## config.mk

```make
export PLATFORM = sky130hd
export DESIGN_NAME = failsafe_status
export DESIGN_NICKNAME = d
export VERILOG_FILES = /design/src/failsafe_pkg.sv /design/src/failsafe_status.sv /design/src/pair_monitor.sv
export SDC_FILE = /design/constraint.sdc
export NUM_CORES = 1
export LEC_CHECK = 0
export BUFFER_PORTS_ARGS = -buffer_cell sky130_fd_sc_hd__buf_2
export CAP_MARGIN = 5
export CORE_ASPECT_RATIO = 1.25
export CORE_MARGIN = 1.5
export CORE_UTILIZATION = 26
export CTS_CLUSTER_DIAMETER = 50
export CTS_CLUSTER_SIZE = 14
export DETAILED_ROUTE_END_ITERATION = 16
export PLACE_DENSITY = 0.45
export SLEW_MARGIN = 20
export SYNTH_ARGS = -nofsm -noshare
export SYNTH_HDL_FRONTEND = slang
export SYNTH_SLANG_ARGS = --single-unit
```

## constraint.sdc

```tcl
create_clock -name core_clk -period 1.9 [get_ports core_clk]
set_input_delay 0.19 -clock core_clk [delete_from_list [all_inputs] [get_ports core_clk]]
set_output_delay 0.19 -clock core_clk [all_outputs]
set_load 0.005 [all_outputs]
```

## src/failsafe_pkg.sv

```systemverilog
// Package: constants and carrier types for the fail-safe input status block
package failsafe_pkg;

    // ------------------------------------------------------------
    // Widths and counts
    // ------------------------------------------------------------
    localparam int NUM_INPUTS = 6;        // Digital input pins
    localparam int NUM_PAIRS = 3;         // Fail-safe pairs at most
    localparam int WORD_W = 16;           // Telegram word width
    localparam int TELEGRAM_ID = 900;     // Telegram carrying status word five

    // ------------------------------------------------------------
    // Status word field positions
    // ------------------------------------------------------------
    localparam int STAT_PAIR_0_BIT = 8;   // Level of pins 0/1
    localparam int STAT_PAIR_1_BIT = 9;   // Level of pins 2/3
    localparam int STAT_PAIR_2_BIT = 10;  // Level of pins 4/5
    localparam logic [WORD_W-1:0] STAT_RESET = 16'h0000;
    localparam logic [WORD_W-1:0] CTRL_RESERVED_VALUE = 16'h0000;

    // ------------------------------------------------------------
    // Timing
    // ------------------------------------------------------------
    localparam int CLK_PERIOD_PS = 4000;          // 250 MHz core clock
    localparam int TOL_TIME_US_DEFAULT = 500;     // Tolerance time, microseconds
    localparam int TOL_CYCLES_DEFAULT = (TOL_TIME_US_DEFAULT * 1000000) / CLK_PERIOD_PS;
    localparam int TOL_W = 24;                    // Width of tolerance counter

    // ------------------------------------------------------------
    // Pairing variants
    // ------------------------------------------------------------
    typedef enum logic [1:0] {
        VARIANT_SINGLE,      // One pair: pins 4/5 as pair 0
        VARIANT_MULTI_BASIC, // Several pairs, basic: pins 4/5 as pair 0
        VARIANT_MULTI_EXT    // Several pairs, extended: 0/1, 2/3, 4/5
    } variant_e;

    // Per-pair evaluation result
    typedef struct packed {
        logic level;       // Agreed level of both channels
        logic disabled;    // Deactivated by discrepancy
    } pair_state_s;

endpackage

```

## src/failsafe_status.sv

```systemverilog
// Module: fail-safe input pairing, monitoring and status word five
`timescale 1ns/1ps
module failsafe_status #(
    parameter int TOL_CYCLES = failsafe_pkg::TOL_CYCLES_DEFAULT
) (
    input wire logic core_clk,
    input wire logic reset_n,
    input wire logic [failsafe_pkg::NUM_INPUTS-1:0] digital_input,
    input wire failsafe_pkg::variant_e variant,
    input wire logic pairs_commissioned,
    input wire logic fault_clear,
    input wire logic [failsafe_pkg::WORD_W-1:0] safety_control_word_five,
    output logic [failsafe_pkg::WORD_W-1:0] safety_status_word_five,
    output logic [failsafe_pkg::NUM_INPUTS-1:0] standard_input,
    output logic [failsafe_pkg::NUM_PAIRS-1:0] safe_pair_active,
    output logic [failsafe_pkg::NUM_PAIRS-1:0] safe_pair_fault,
    output logic control_word_error
);
    import failsafe_pkg::*;

    // ------------------------------------------------------------
    // Pin synchronisers
    // ------------------------------------------------------------
    logic [NUM_INPUTS-1:0] sync1_q, sync2_q;   // Two-stage pin capture
    logic commissioned_q, commissioned_d;      // Pairing latched in
    variant_e variant_q, variant_d;            // Variant captured at commissioning
    logic [NUM_PAIRS-1:0] used;                // Pairs in use
    pair_state_s pair_st [NUM_PAIRS];          // Monitor results
    logic [NUM_PAIRS-1:0] pair_bit;            // Reported pair level
    logic [WORD_W-1:0] status_d, status_q;
    logic [NUM_INPUTS-1:0] std_d, std_q;
    logic ctrl_err_d, ctrl_err_q;
    logic [NUM_INPUTS-1:0] pa, pb;             // Channels routed per pair slot

    localparam logic [TOL_W-1:0] TOL_LOAD = TOL_W'(TOL_CYCLES);

    // Synchroniser: first stage read only by the second
    always_ff @(posedge core_clk or negedge reset_n) begin
        if (!reset_n) begin
            sync1_q <= '0;
            sync2_q <= '0;
        end else begin
            sync1_q <= digital_input;
            sync2_q <= sync1_q;
        end
    end

    // ------------------------------------------------------------
    // Pair assignment
    // ------------------------------------------------------------
    // Which pair slots a variant uses
    function automatic logic [NUM_PAIRS-1:0] pairs_for(input variant_e v);
        case (v)
            VARIANT_MULTI_EXT: pairs_for = 3'b111;
            default: pairs_for = 3'b001;
        endcase
    endfunction

    // Commissioning state; variant frozen so pairing cannot shift live
    always_comb begin
        commissioned_d = pairs_commissioned;
        variant_d = variant_q;
        if (pairs_commissioned && !commissioned_q) begin
            variant_d = variant;
        end
    end

    // Route channels: extended maps 0/1,2/3,4/5; others map 4/5 to slot 0
    always_comb begin
        used = commissioned_q ? pairs_for(variant_q) : '0;
        pa = '0;
        pb = '0;
        if (variant_q == VARIANT_MULTI_EXT) begin
            pa[0] = sync2_q[0];
            pb[0] = sync2_q[1];
            pa[1] = sync2_q[2];
            pb[1] = sync2_q[3];
            pa[2] = sync2_q[4];
            pb[2] = sync2_q[5];
        end else begin
            pa[0] = sync2_q[4];
            pb[0] = sync2_q[5];
        end
    end

    // Per-pair monitors
    for (genvar i = 0; i < NUM_PAIRS; i++) begin : g_pair
        pair_monitor #(.TOL_W(TOL_W)) u_mon (
            .core_clk(core_clk),
            .reset_n(reset_n),
            .chan_a(pa[i]),
            .chan_b(pb[i]),
            .pair_used(used[i]),
            .tol_cycles(TOL_LOAD),
            .fault_clear(fault_clear),
            .state(pair_st[i])
        );
        // Zero when unused or disabled
        assign pair_bit[i] = used[i] && !pair_st[i].disabled && pair_st[i].level;
        assign safe_pair_active[i] = used[i];
        assign safe_pair_fault[i] = pair_st[i].disabled;
    end

    // ------------------------------------------------------------
    // Status word five and standard inputs
    // ------------------------------------------------------------
    // Latency from a pin edge to the status word, counted in clock edges:
    //   two edges through the synchroniser,
    //   one edge into the separate channel paths of the monitor,
    //   one edge into the agreed level,
    //   one edge into the status register.
    // A controller polling the word therefore sees a pin change about
    // five cycles late; this is far below any telegram cycle, so no
    // effort is spent on shortening it.
    // Status bit positions follow the physical pins, not the slot index
    always_comb begin
        status_d = STAT_RESET;
        std_d = sync2_q;
        if (variant_q == VARIANT_MULTI_EXT) begin
            status_d[STAT_PAIR_0_BIT] = pair_bit[0];
            status_d[STAT_PAIR_1_BIT] = pair_bit[1];
            status_d[STAT_PAIR_2_BIT] = pair_bit[2];
        end else begin
            status_d[STAT_PAIR_2_BIT] = pair_bit[0];
        end
        // Paired pins are no longer standard inputs
        if (used[0] && variant_q != VARIANT_MULTI_EXT) begin
            std_d[5:4] = 2'b00;
        end
        if (variant_q == VARIANT_MULTI_EXT) begin
            if (used[0]) std_d[1:0] = 2'b00;
            if (used[1]) std_d[3:2] = 2'b00;
            if (used[2]) std_d[5:4] = 2'b00;
        end
        // Reserved control bits must arrive zero; flag otherwise
        ctrl_err_d = (safety_control_word_five != CTRL_RESERVED_VALUE);
    end

    // Output and state registers
    always_ff @(posedge core_clk or negedge reset_n) begin
        if (!reset_n) begin
            commissioned_q <= 1'b0;
            variant_q <= VARIANT_SINGLE;
            status_q <= STAT_RESET;
            std_q <= '0;
            ctrl_err_q <= 1'b0;
        end else begin
            commissioned_q <= commissioned_d;
            variant_q <= variant_d;
            status_q <= status_d;
            std_q <= std_d;
            ctrl_err_q <= ctrl_err_d;
        end
    end

    assign safety_status_word_five = status_q;
    assign standard_input = std_q;
    assign control_word_error = ctrl_err_q;

    // ------------------------------------------------------------
    // Assertions
    // ------------------------------------------------------------
    reserved_zero_a: assert property (@(posedge core_clk) disable iff (!reset_n)
        (status_q[7:0] == 8'h00) && (status_q[15:11] == 5'h00))
        else $error("reserved status bit set");
    factory_nopair_a: assert property (@(posedge core_clk) disable iff (!reset_n)
        !commissioned_q |=> status_q == STAT_RESET)
        else $error("status set without commissioning");
    ext_bit8_a: assert property (@(posedge core_clk) disable iff (!reset_n)
        (variant_q == VARIANT_MULTI_EXT) |=> status_q[STAT_PAIR_0_BIT] == $past(pair_bit[0]))
        else $error("bit 8 wrong");
    ext_bit9_a: assert property (@(posedge core_clk) disable iff (!reset_n)
        (variant_q == VARIANT_MULTI_EXT) |=> status_q[STAT_PAIR_1_BIT] == $past(pair_bit[1]))
        else $error("bit 9 wrong");
    single_bit10_a: assert property (@(posedge core_clk) disable iff (!reset_n)
        (variant_q != VARIANT_MULTI_EXT) |=> status_q[STAT_PAIR_2_BIT] == $past(pair_bit[0]))
        else $error("bit 10 wrong");
    fault_zero_a: assert property (@(posedge core_clk) disable iff (!reset_n)
        pair_st[0].disabled |=> !status_q[STAT_PAIR_2_BIT] || variant_q == VARIANT_MULTI_EXT)
        else $error("disabled pair reported high");
    unused_zero_a: assert property (@(posedge core_clk) disable iff (!reset_n)
        !used[1] |=> !status_q[STAT_PAIR_1_BIT])
        else $error("unused pair reported high");
    ctrl_flag_a: assert property (@(posedge core_clk) disable iff (!reset_n)
        (safety_control_word_five != CTRL_RESERVED_VALUE) |=> control_word_error)
        else $error("nonzero control word not flagged");
    sel_path_a: assert property (@(posedge core_clk) disable iff (!reset_n)
        (commissioned_q && variant_q != VARIANT_MULTI_EXT && !pair_st[0].disabled
         && sync2_q[5:4] == 2'b11) |-> ##3 (status_q[STAT_PAIR_2_BIT]
         || $past(pair_st[0].disabled) || !commissioned_q || pair_st[0].disabled))
        else $error("both high not reported");

    // Extended variant: pins 4/5 land in bit 10 from slot 2
    ext_bit10_a: assert property (@(posedge core_clk) disable iff (!reset_n)
        (variant_q == VARIANT_MULTI_EXT) |=> status_q[STAT_PAIR_2_BIT] == $past(pair_bit[2]))
        else $error("bit 10 wrong in extended variant");

    // A disabled slot must never show high in its status bit
    fault_slot0_a: assert property (@(posedge core_clk) disable iff (!reset_n)
        (variant_q == VARIANT_MULTI_EXT && pair_st[0].disabled) |=> !status_q[STAT_PAIR_0_BIT])
        else $error("disabled slot 0 reported high");

    // Same for slot 1 on pins 2/3
    fault_slot1_a: assert property (@(posedge core_clk) disable iff (!reset_n)
        (variant_q == VARIANT_MULTI_EXT && pair_st[1].disabled) |=> !status_q[STAT_PAIR_1_BIT])
        else $error("disabled slot 1 reported high");

    // Same for slot 2 on pins 4/5
    fault_slot2_a: assert property (@(posedge core_clk) disable iff (!reset_n)
        (variant_q == VARIANT_MULTI_EXT && pair_st[2].disabled) |=> !status_q[STAT_PAIR_2_BIT])
        else $error("disabled slot 2 reported high");

    // Non-extended variants report slot 0 in bit 10
    fault_single_a: assert property (@(posedge core_clk) disable iff (!reset_n)
        (variant_q != VARIANT_MULTI_EXT && pair_st[0].disabled) |=> !status_q[STAT_PAIR_2_BIT])
        else $error("disabled single pair reported high");

    // Paired pins 4/5 stop reading as standard inputs
    std_single_a: assert property (@(posedge core_clk) disable iff (!reset_n)
        (used[0] && variant_q != VARIANT_MULTI_EXT) |=> standard_input[5:4] == 2'b00)
        else $error("paired pins still standard");

    // Extended variant takes pins 2/3 out of the standard set
    std_ext_a: assert property (@(posedge core_clk) disable iff (!reset_n)
        (variant_q == VARIANT_MULTI_EXT && used[1]) |=> standard_input[3:2] == 2'b00)
        else $error("pins 2/3 still standard");

    // Before commissioning no slot is active
    active_none_a: assert property (@(posedge core_clk) disable iff (!reset_n)
        !commissioned_q |-> safe_pair_active == 3'b000)
        else $error("pair active without commissioning");

    // Before commissioning every pin passes through as a standard input
    std_follow_a: assert property (@(posedge core_clk) disable iff (!reset_n)
        !commissioned_q |=> standard_input == $past(sync2_q))
        else $error("standard input not following pin");

    // Extended variant activates all three slots
    active_ext_a: assert property (@(posedge core_clk) disable iff (!reset_n)
        (commissioned_q && variant_q == VARIANT_MULTI_EXT) |-> safe_pair_active == 3'b111)
        else $error("extended variant slots wrong");

    // Other variants activate slot 0 only
    active_basic_a: assert property (@(posedge core_clk) disable iff (!reset_n)
        (commissioned_q && variant_q != VARIANT_MULTI_EXT) |-> safe_pair_active == 3'b001)
        else $error("single variant slots wrong");

    // Variant stays frozen while commissioning holds
    variant_hold_a: assert property (@(posedge core_clk) disable iff (!reset_n)
        (commissioned_q && pairs_commissioned) |=> variant_q == $past(variant_q))
        else $error("variant changed while commissioned");

    // A zero control word leaves the flag low
    ctrl_clear_a: assert property (@(posedge core_clk) disable iff (!reset_n)
        (safety_control_word_five == CTRL_RESERVED_VALUE) |=> !control_word_error)
        else $error("zero control word flagged");

    // An unused slot drops its fault history
    unused_fault_a: assert property (@(posedge core_clk) disable iff (!reset_n)
        !used[2] |=> !safe_pair_fault[2])
        else $error("unused slot kept fault");

    // ------------------------------------------------------------
    // Cover points
    // ------------------------------------------------------------
    cov_ext_c: cover property (@(posedge core_clk) status_q[10:8] == 3'b111);
    cov_fault_c: cover property (@(posedge core_clk) safe_pair_fault[0]);
    cov_single_c: cover property (@(posedge core_clk)
        variant_q == VARIANT_SINGLE && status_q[STAT_PAIR_2_BIT]);
    // Re-arm after a discrepancy
    cov_clear_c: cover property (@(posedge core_clk) $fell(safe_pair_fault[1]));
    // Misbehaving controller seen
    cov_ctrl_c: cover property (@(posedge core_clk) control_word_error);
endmodule

```

## src/pair_monitor.sv

```systemverilog
// Module: two-channel discrepancy monitor for one fail-safe input pair
`timescale 1ns/1ps
module pair_monitor #(
    parameter int TOL_W = 24
) (
    input wire logic core_clk,
    input wire logic reset_n,
    input wire logic chan_a,               // Synchronised channel A
    input wire logic chan_b,               // Synchronised channel B
    input wire logic pair_used,            // Pair configured for use
    input wire logic [TOL_W-1:0] tol_cycles,
    input wire logic fault_clear,          // Re-arm after discrepancy
    output failsafe_pkg::pair_state_s state
);
    import failsafe_pkg::*;

    // ------------------------------------------------------------
    // Separate evaluation paths
    // ------------------------------------------------------------
    logic path_a_q, path_a_d;              // Channel A judgement
    logic path_b_q, path_b_d;              // Channel B judgement
    logic [TOL_W-1:0] mism_cnt_q, mism_cnt_d;
    logic disabled_q, disabled_d;
    logic level_q, level_d;

    // Next-state logic
    always_comb begin
        path_a_d = chan_a;
        path_b_d = chan_b;
        mism_cnt_d = mism_cnt_q;
        disabled_d = disabled_q;
        level_d = level_q;
        if (!pair_used) begin
            // Unused pair holds no fault history
            mism_cnt_d = '0;
            disabled_d = 1'b0;
            level_d = 1'b0;
        end else if (path_a_q != path_b_q) begin
            // Mismatch: cable break or bad sensor suspected
            if (mism_cnt_q >= tol_cycles) begin
                disabled_d = 1'b1;
            end else begin
                mism_cnt_d = mism_cnt_q + 1'b1;
            end
        end else begin
            // Channels agree; level follows them only while they do and holds during a mismatch
            mism_cnt_d = '0;
            level_d = path_a_q;
            // Re-arm only on agreement so a live fault cannot be hidden
            if (fault_clear) begin
                disabled_d = 1'b0;
            end
        end
    end

    // Registers
    always_ff @(posedge core_clk or negedge reset_n) begin
        if (!reset_n) begin
            path_a_q <= 1'b0;
            path_b_q <= 1'b0;
            mism_cnt_q <= '0;
            disabled_q <= 1'b0;
            level_q <= 1'b0;
        end else begin
            path_a_q <= path_a_d;
            path_b_q <= path_b_d;
            mism_cnt_q <= mism_cnt_d;
            disabled_q <= disabled_d;
            level_q <= level_d;
        end
    end

    assign state.level = level_q;
    assign state.disabled = disabled_q;

    // ------------------------------------------------------------
    // Assertions
    // ------------------------------------------------------------
    mism_disable_a: assert property (@(posedge core_clk) disable iff (!reset_n)
        (pair_used && path_a_q != path_b_q && mism_cnt_q >= tol_cycles) |=> disabled_q)
        else $error("pair not disabled after tolerance");
    early_disable_a: assert property (@(posedge core_clk) disable iff (!reset_n)
        (!disabled_q && mism_cnt_q < tol_cycles) |=> !disabled_q || $past(pair_used) == 1'b0)
        else $error("pair disabled before tolerance");
    unused_clear_a: assert property (@(posedge core_clk) disable iff (!reset_n)
        !pair_used |=> (!disabled_q && !level_q))
        else $error("unused pair kept state");
endmodule

```

==> summary.md <==
| Metric | Value |
|---|---|
| Worst Hold Class | `input port to flop` |
| Cell row count | `56` |
| Worst R2R Setup Slack | `20 ps` |
| Final period util | `98.9%` |
| Ys async rst share | `100%` |
| Met1 WL | `5.12 mm` |
| Number of synthesized register bits | `109` |
| Clk Latency, worst-skew pair | `360 ps` |
| Synthesis-to-layout area growth | `26.8%` |
| Yosys Warn Count | `0` |
| Yosys cell types | `42` |
| Worst-case reg-to-reg path depth | `6` |
| TritonCTS buffer count | `9` |
| Core area | `18600 um2` |
| Delay of the slowest cell on the worst path | `460 ps` |
| Max frequency | `0.532 GHz` |
| Critical path's slowest cell | `or4_1` |
| Clk slew on worst S/H paths | `70 ps` |
| Initial antenna violation count | `0` |
| Root Driver | `clkbuf_16` |
| Die area | `19700 um2` |
| Min-delay src | `safety_control_word_five[14]` |
| MaxCap Viol Count | `0` |
| Cell breakdown of the critical path | `o31ai_2, nand3_2, a21o_4, buf_4, or4_1, nand2_1` |
| Req. time, crit path | `2200 ps` |
| Final hold vios | `0` |
| Syn Area/Cell | `10.5 um2` |
| # nets final | `593` |
| Worst setup EP type | `flop` |
| First-pass GRT wire length | `17.9 mm` |
| Post-synthesis sequential area ratio | `55.5%` |
| Met3 WL | `317 um` |
| Vias per inst | `4.65` |
| Total wire length | `10.9 mm` |
| Startpoint Class | `flop` |
| Maximum VDD drop | `0.402 mV` |
| Initial Utilization | `26.4%` |
| # diodes | `0` |
| Status | `finished, final reports clean` |
| First DRT Iteration DRCs | `193` |
| Placed Cells | `765` |
| Clock tree sinks | `109` |
| Die H | `157 um` |
| Worst-Margin Slew | `588 ps` |
| RSZ-0062 raised after global routing | `yes` |
| Fill cell count | `1882` |
| Post-synthesis cell area | `4910 um2` |
| Number of flops mapped to enable cells by yosys | `0` |
| Main flop type after synthesis | `dfrtp_1` |
| Reg area | `2730 um2` |
| DR WL met2 | `5.21 mm` |
| Fraction of layout cells with a size suffix above 1 | `25.9%` |
| Slew Viols, Final | `0` |
| Max_slew headroom | `60.8%` |
| Routability congestion estimate | `0.749` |
| Die width | `126 um` |
| Reg-to-Reg Start | `g_pair[0].u_mon.mism_cnt_q[4]$_DFFE_PN0P_` |
| Clock buffer depth | `2` |
| Tot GR Track Use | `11.4%` |
| GRT overflow | `0` |
| Via Count | `3700` |
| Worst R2R End | `g_pair[0].u_mon.mism_cnt_q[3]$_DFFE_PN0P_` |
| Crit path time final | `1880 ps` |
| Cells after synthesis | `469` |
| CTS tree | `done` |
| Number of global-route vias before repair | `3626` |
| Hold slack | `49.6 ps` |
| WS Path Type | `flop to flop` |
| Worst Skew | `11.5 ps` |
| Post-DP HPWL | `7.18 mm` |
| # IOs | `57` |
| Pre-Repair DR Iteration Count | `6` |
| Crit-path max FO | `6` |
| Pleak | `2.75 nW` |
| Residual DRC | `0` |
| Non-Filler Instances | `796` |
| Largest net degree at the start of global routing | `110` |
| H-tree Lvls | `3` |
| Drt wl/cell | `13.7 um` |
| CP arrival | `2180 ps` |
| PortBufs | `43` |
| Highest routed metal layer | `met4` |
| Hold depth | `3` |
| Final antenna-violating net count | `0` |
| Hold path endpoint | `control_word_error$_DFF_PN0_` |
| Final setup fails | `0` |
| Multi-input gate area | `2150 um2` |
| Cell Pwr Density | `759 nW/um2` |
[cells in the final DEF (no fill, tap or decap), drive strengths merged, types with 12 or more instances in the layout]
cell type	Yosys	routed
dfrtp	109	109
buf	23	93
nor2	45	45
and3	32	32
xnor2	30	30
nand2	29	29
nor4	25	25
a21oi	20	20
nand3	18	18
inv	14	15
conb	1	13
clkbuf	12	12
[registers in the layout, summed over array words and instances, names as in the netlist]
name,flops
commissioned_q,1
g_pair.u_mon.path_b_q,3
variant_q,2
g_pair.u_mon.level_q,3
control_word_error,1
g_pair.u_mon.disabled_q,3
standard_input,6
sync2_q,6
g_pair.u_mon.path_a_q,3
sync1_q,6
g_pair.u_mon.mism_cnt_q,72
safety_status_word_five,3
[worst max-delay path, delay by kind of cell (launching register included)]
kind	cells	cell delay (ps)
simple gates	3	730
buf+inv	1	140
flops	1	390
compound gates	2	560
[routing by layer]
metal / track usage (%) / vias up
met2: 18.5 / 69
met5: 0 / -
met1: 14.5 / 1824
met4: 5.91 / 0
met3: 2.12 / 13
li1: - / 1794
[cells by family (layout without fill, tap and decap cells)]
group / count (synthesis) / in the layout / synth area share [%]
XOR/XNOR: 34 / 34 / 6.06
adder cells (fa/ha/maj): 6 / 6 / 1.53
other: 1 / 13 / 0.0763
buffers and inverters: 49 / 131 / 5.42
flip-flops: 109 / 109 / 55.5
multiplexers: 5 / 5 / 1.12
AND/OR/NAND/NOR: 208 / 208 / 22.6
AO/OA/AOI/OAI: 57 / 58 / 7.69
[Yosys cell counts, types with 6 or more instances]
master / count / share of area [%]
a21oi_1: 20 / 2.0
and2_1: 10 / 1.3
and3_1: 32 / 4.1
buf_4: 19 / 2.9
clkbuf_1: 12 / 0.92
dfrtp_1: 109 / 56
ha_1: 6 / 1.5
inv_1: 14 / 1.1
nand2_1: 29 / 2.2
nand3_1: 17 / 1.7
nand4_1: 11 / 1.4
nor2_1: 45 / 3.4
nor2b_1: 8 / 1.0
nor3_1: 10 / 1.0
nor4_1: 25 / 3.2
o21ai_0: 11 / 1.1
o31ai_1: 7 / 1.1
or4_1: 8 / 1.2
xnor2_1: 30 / 5.3
[through the flow]
step / setup TNS, ps / util [%] / power [mW] / area [um2] / worst slack (ps)
after CTS: 0 / 32.3 / 4.80 / 6020 / 11.5
final: 0 / 33.4 / 4.73 / 6230 / 20.4
after detailed placement: -529 / 30.0 / 2.76 / 5600 / -93.2
after global placement: -164 / 30.0 / 2.75 / 5600 / -34.6
after global routing: -337 / 33.4 / 4.97 / 6230 / -61.3
after floorplan: 0 / - / 2.60 / 4960 / 59.6
[area by class of cell]
class	count	share of cell area, %
Clock buffer	12	4.28
Inverter	14	0.843
Tap cell	232	4.66
Clock inverter	4	0.863
Timing Repair Buffer	101	11.1
Sequential cell	109	43.8
Multi-Input combinational cell	324	34.5
[timing repair]
item | in CTS | in global routing
hold buffers | 8 | 0
setup buffers | 0 | 6
setup endpoints to repair | 8 | 35
resized for setup | 5 | 26
hold endpoints to repair | 116 | 0
pin swaps | 1 | 5
gates cloned | 0 | 1
[report_power, final]
part	switching [mW]	internal [mW]	total (mW)	leakage, nW
combinational	0.189	0.126	0.315	1.12
clock	0.871	1.14	2.01	0.157
sequential	0.0350	2.37	2.41	1.46
[how the worst max path moves through the flow]
stage / slack (ps) / startpoint / end
2_1_floorplan: 60 / g_pair[0].u_mon.mism_cnt_q[4]$_DFFE_PN0P_ / g_pair[0].u_mon.mism_cnt_q[11]$_DFFE_PN0P_
3_3_place_gp: -30 / g_pair[0].u_mon.mism_cnt_q[10]$_DFFE_PN0P_ / g_pair[0].u_mon.mism_cnt_q[15]$_DFFE_PN0P_
3_5_place_dp: -90 / g_pair[0].u_mon.mism_cnt_q[10]$_DFFE_PN0P_ / g_pair[0].u_mon.mism_cnt_q[14]$_DFFE_PN0P_
4_1_cts: 10 / g_pair[0].u_mon.mism_cnt_q[20]$_DFFE_PN0P_ / g_pair[0].u_mon.mism_cnt_q[14]$_DFFE_PN0P_
5_1_grt: -60 / g_pair[0].u_mon.mism_cnt_q[4]$_DFFE_PN0P_ / g_pair[0].u_mon.mism_cnt_q[3]$_DFFE_PN0P_
6_report: 20 / g_pair[0].u_mon.mism_cnt_q[4]$_DFFE_PN0P_ / g_pair[0].u_mon.mism_cnt_q[3]$_DFFE_PN0P_
Note: power is estimated with default switching activity, not from simulation.
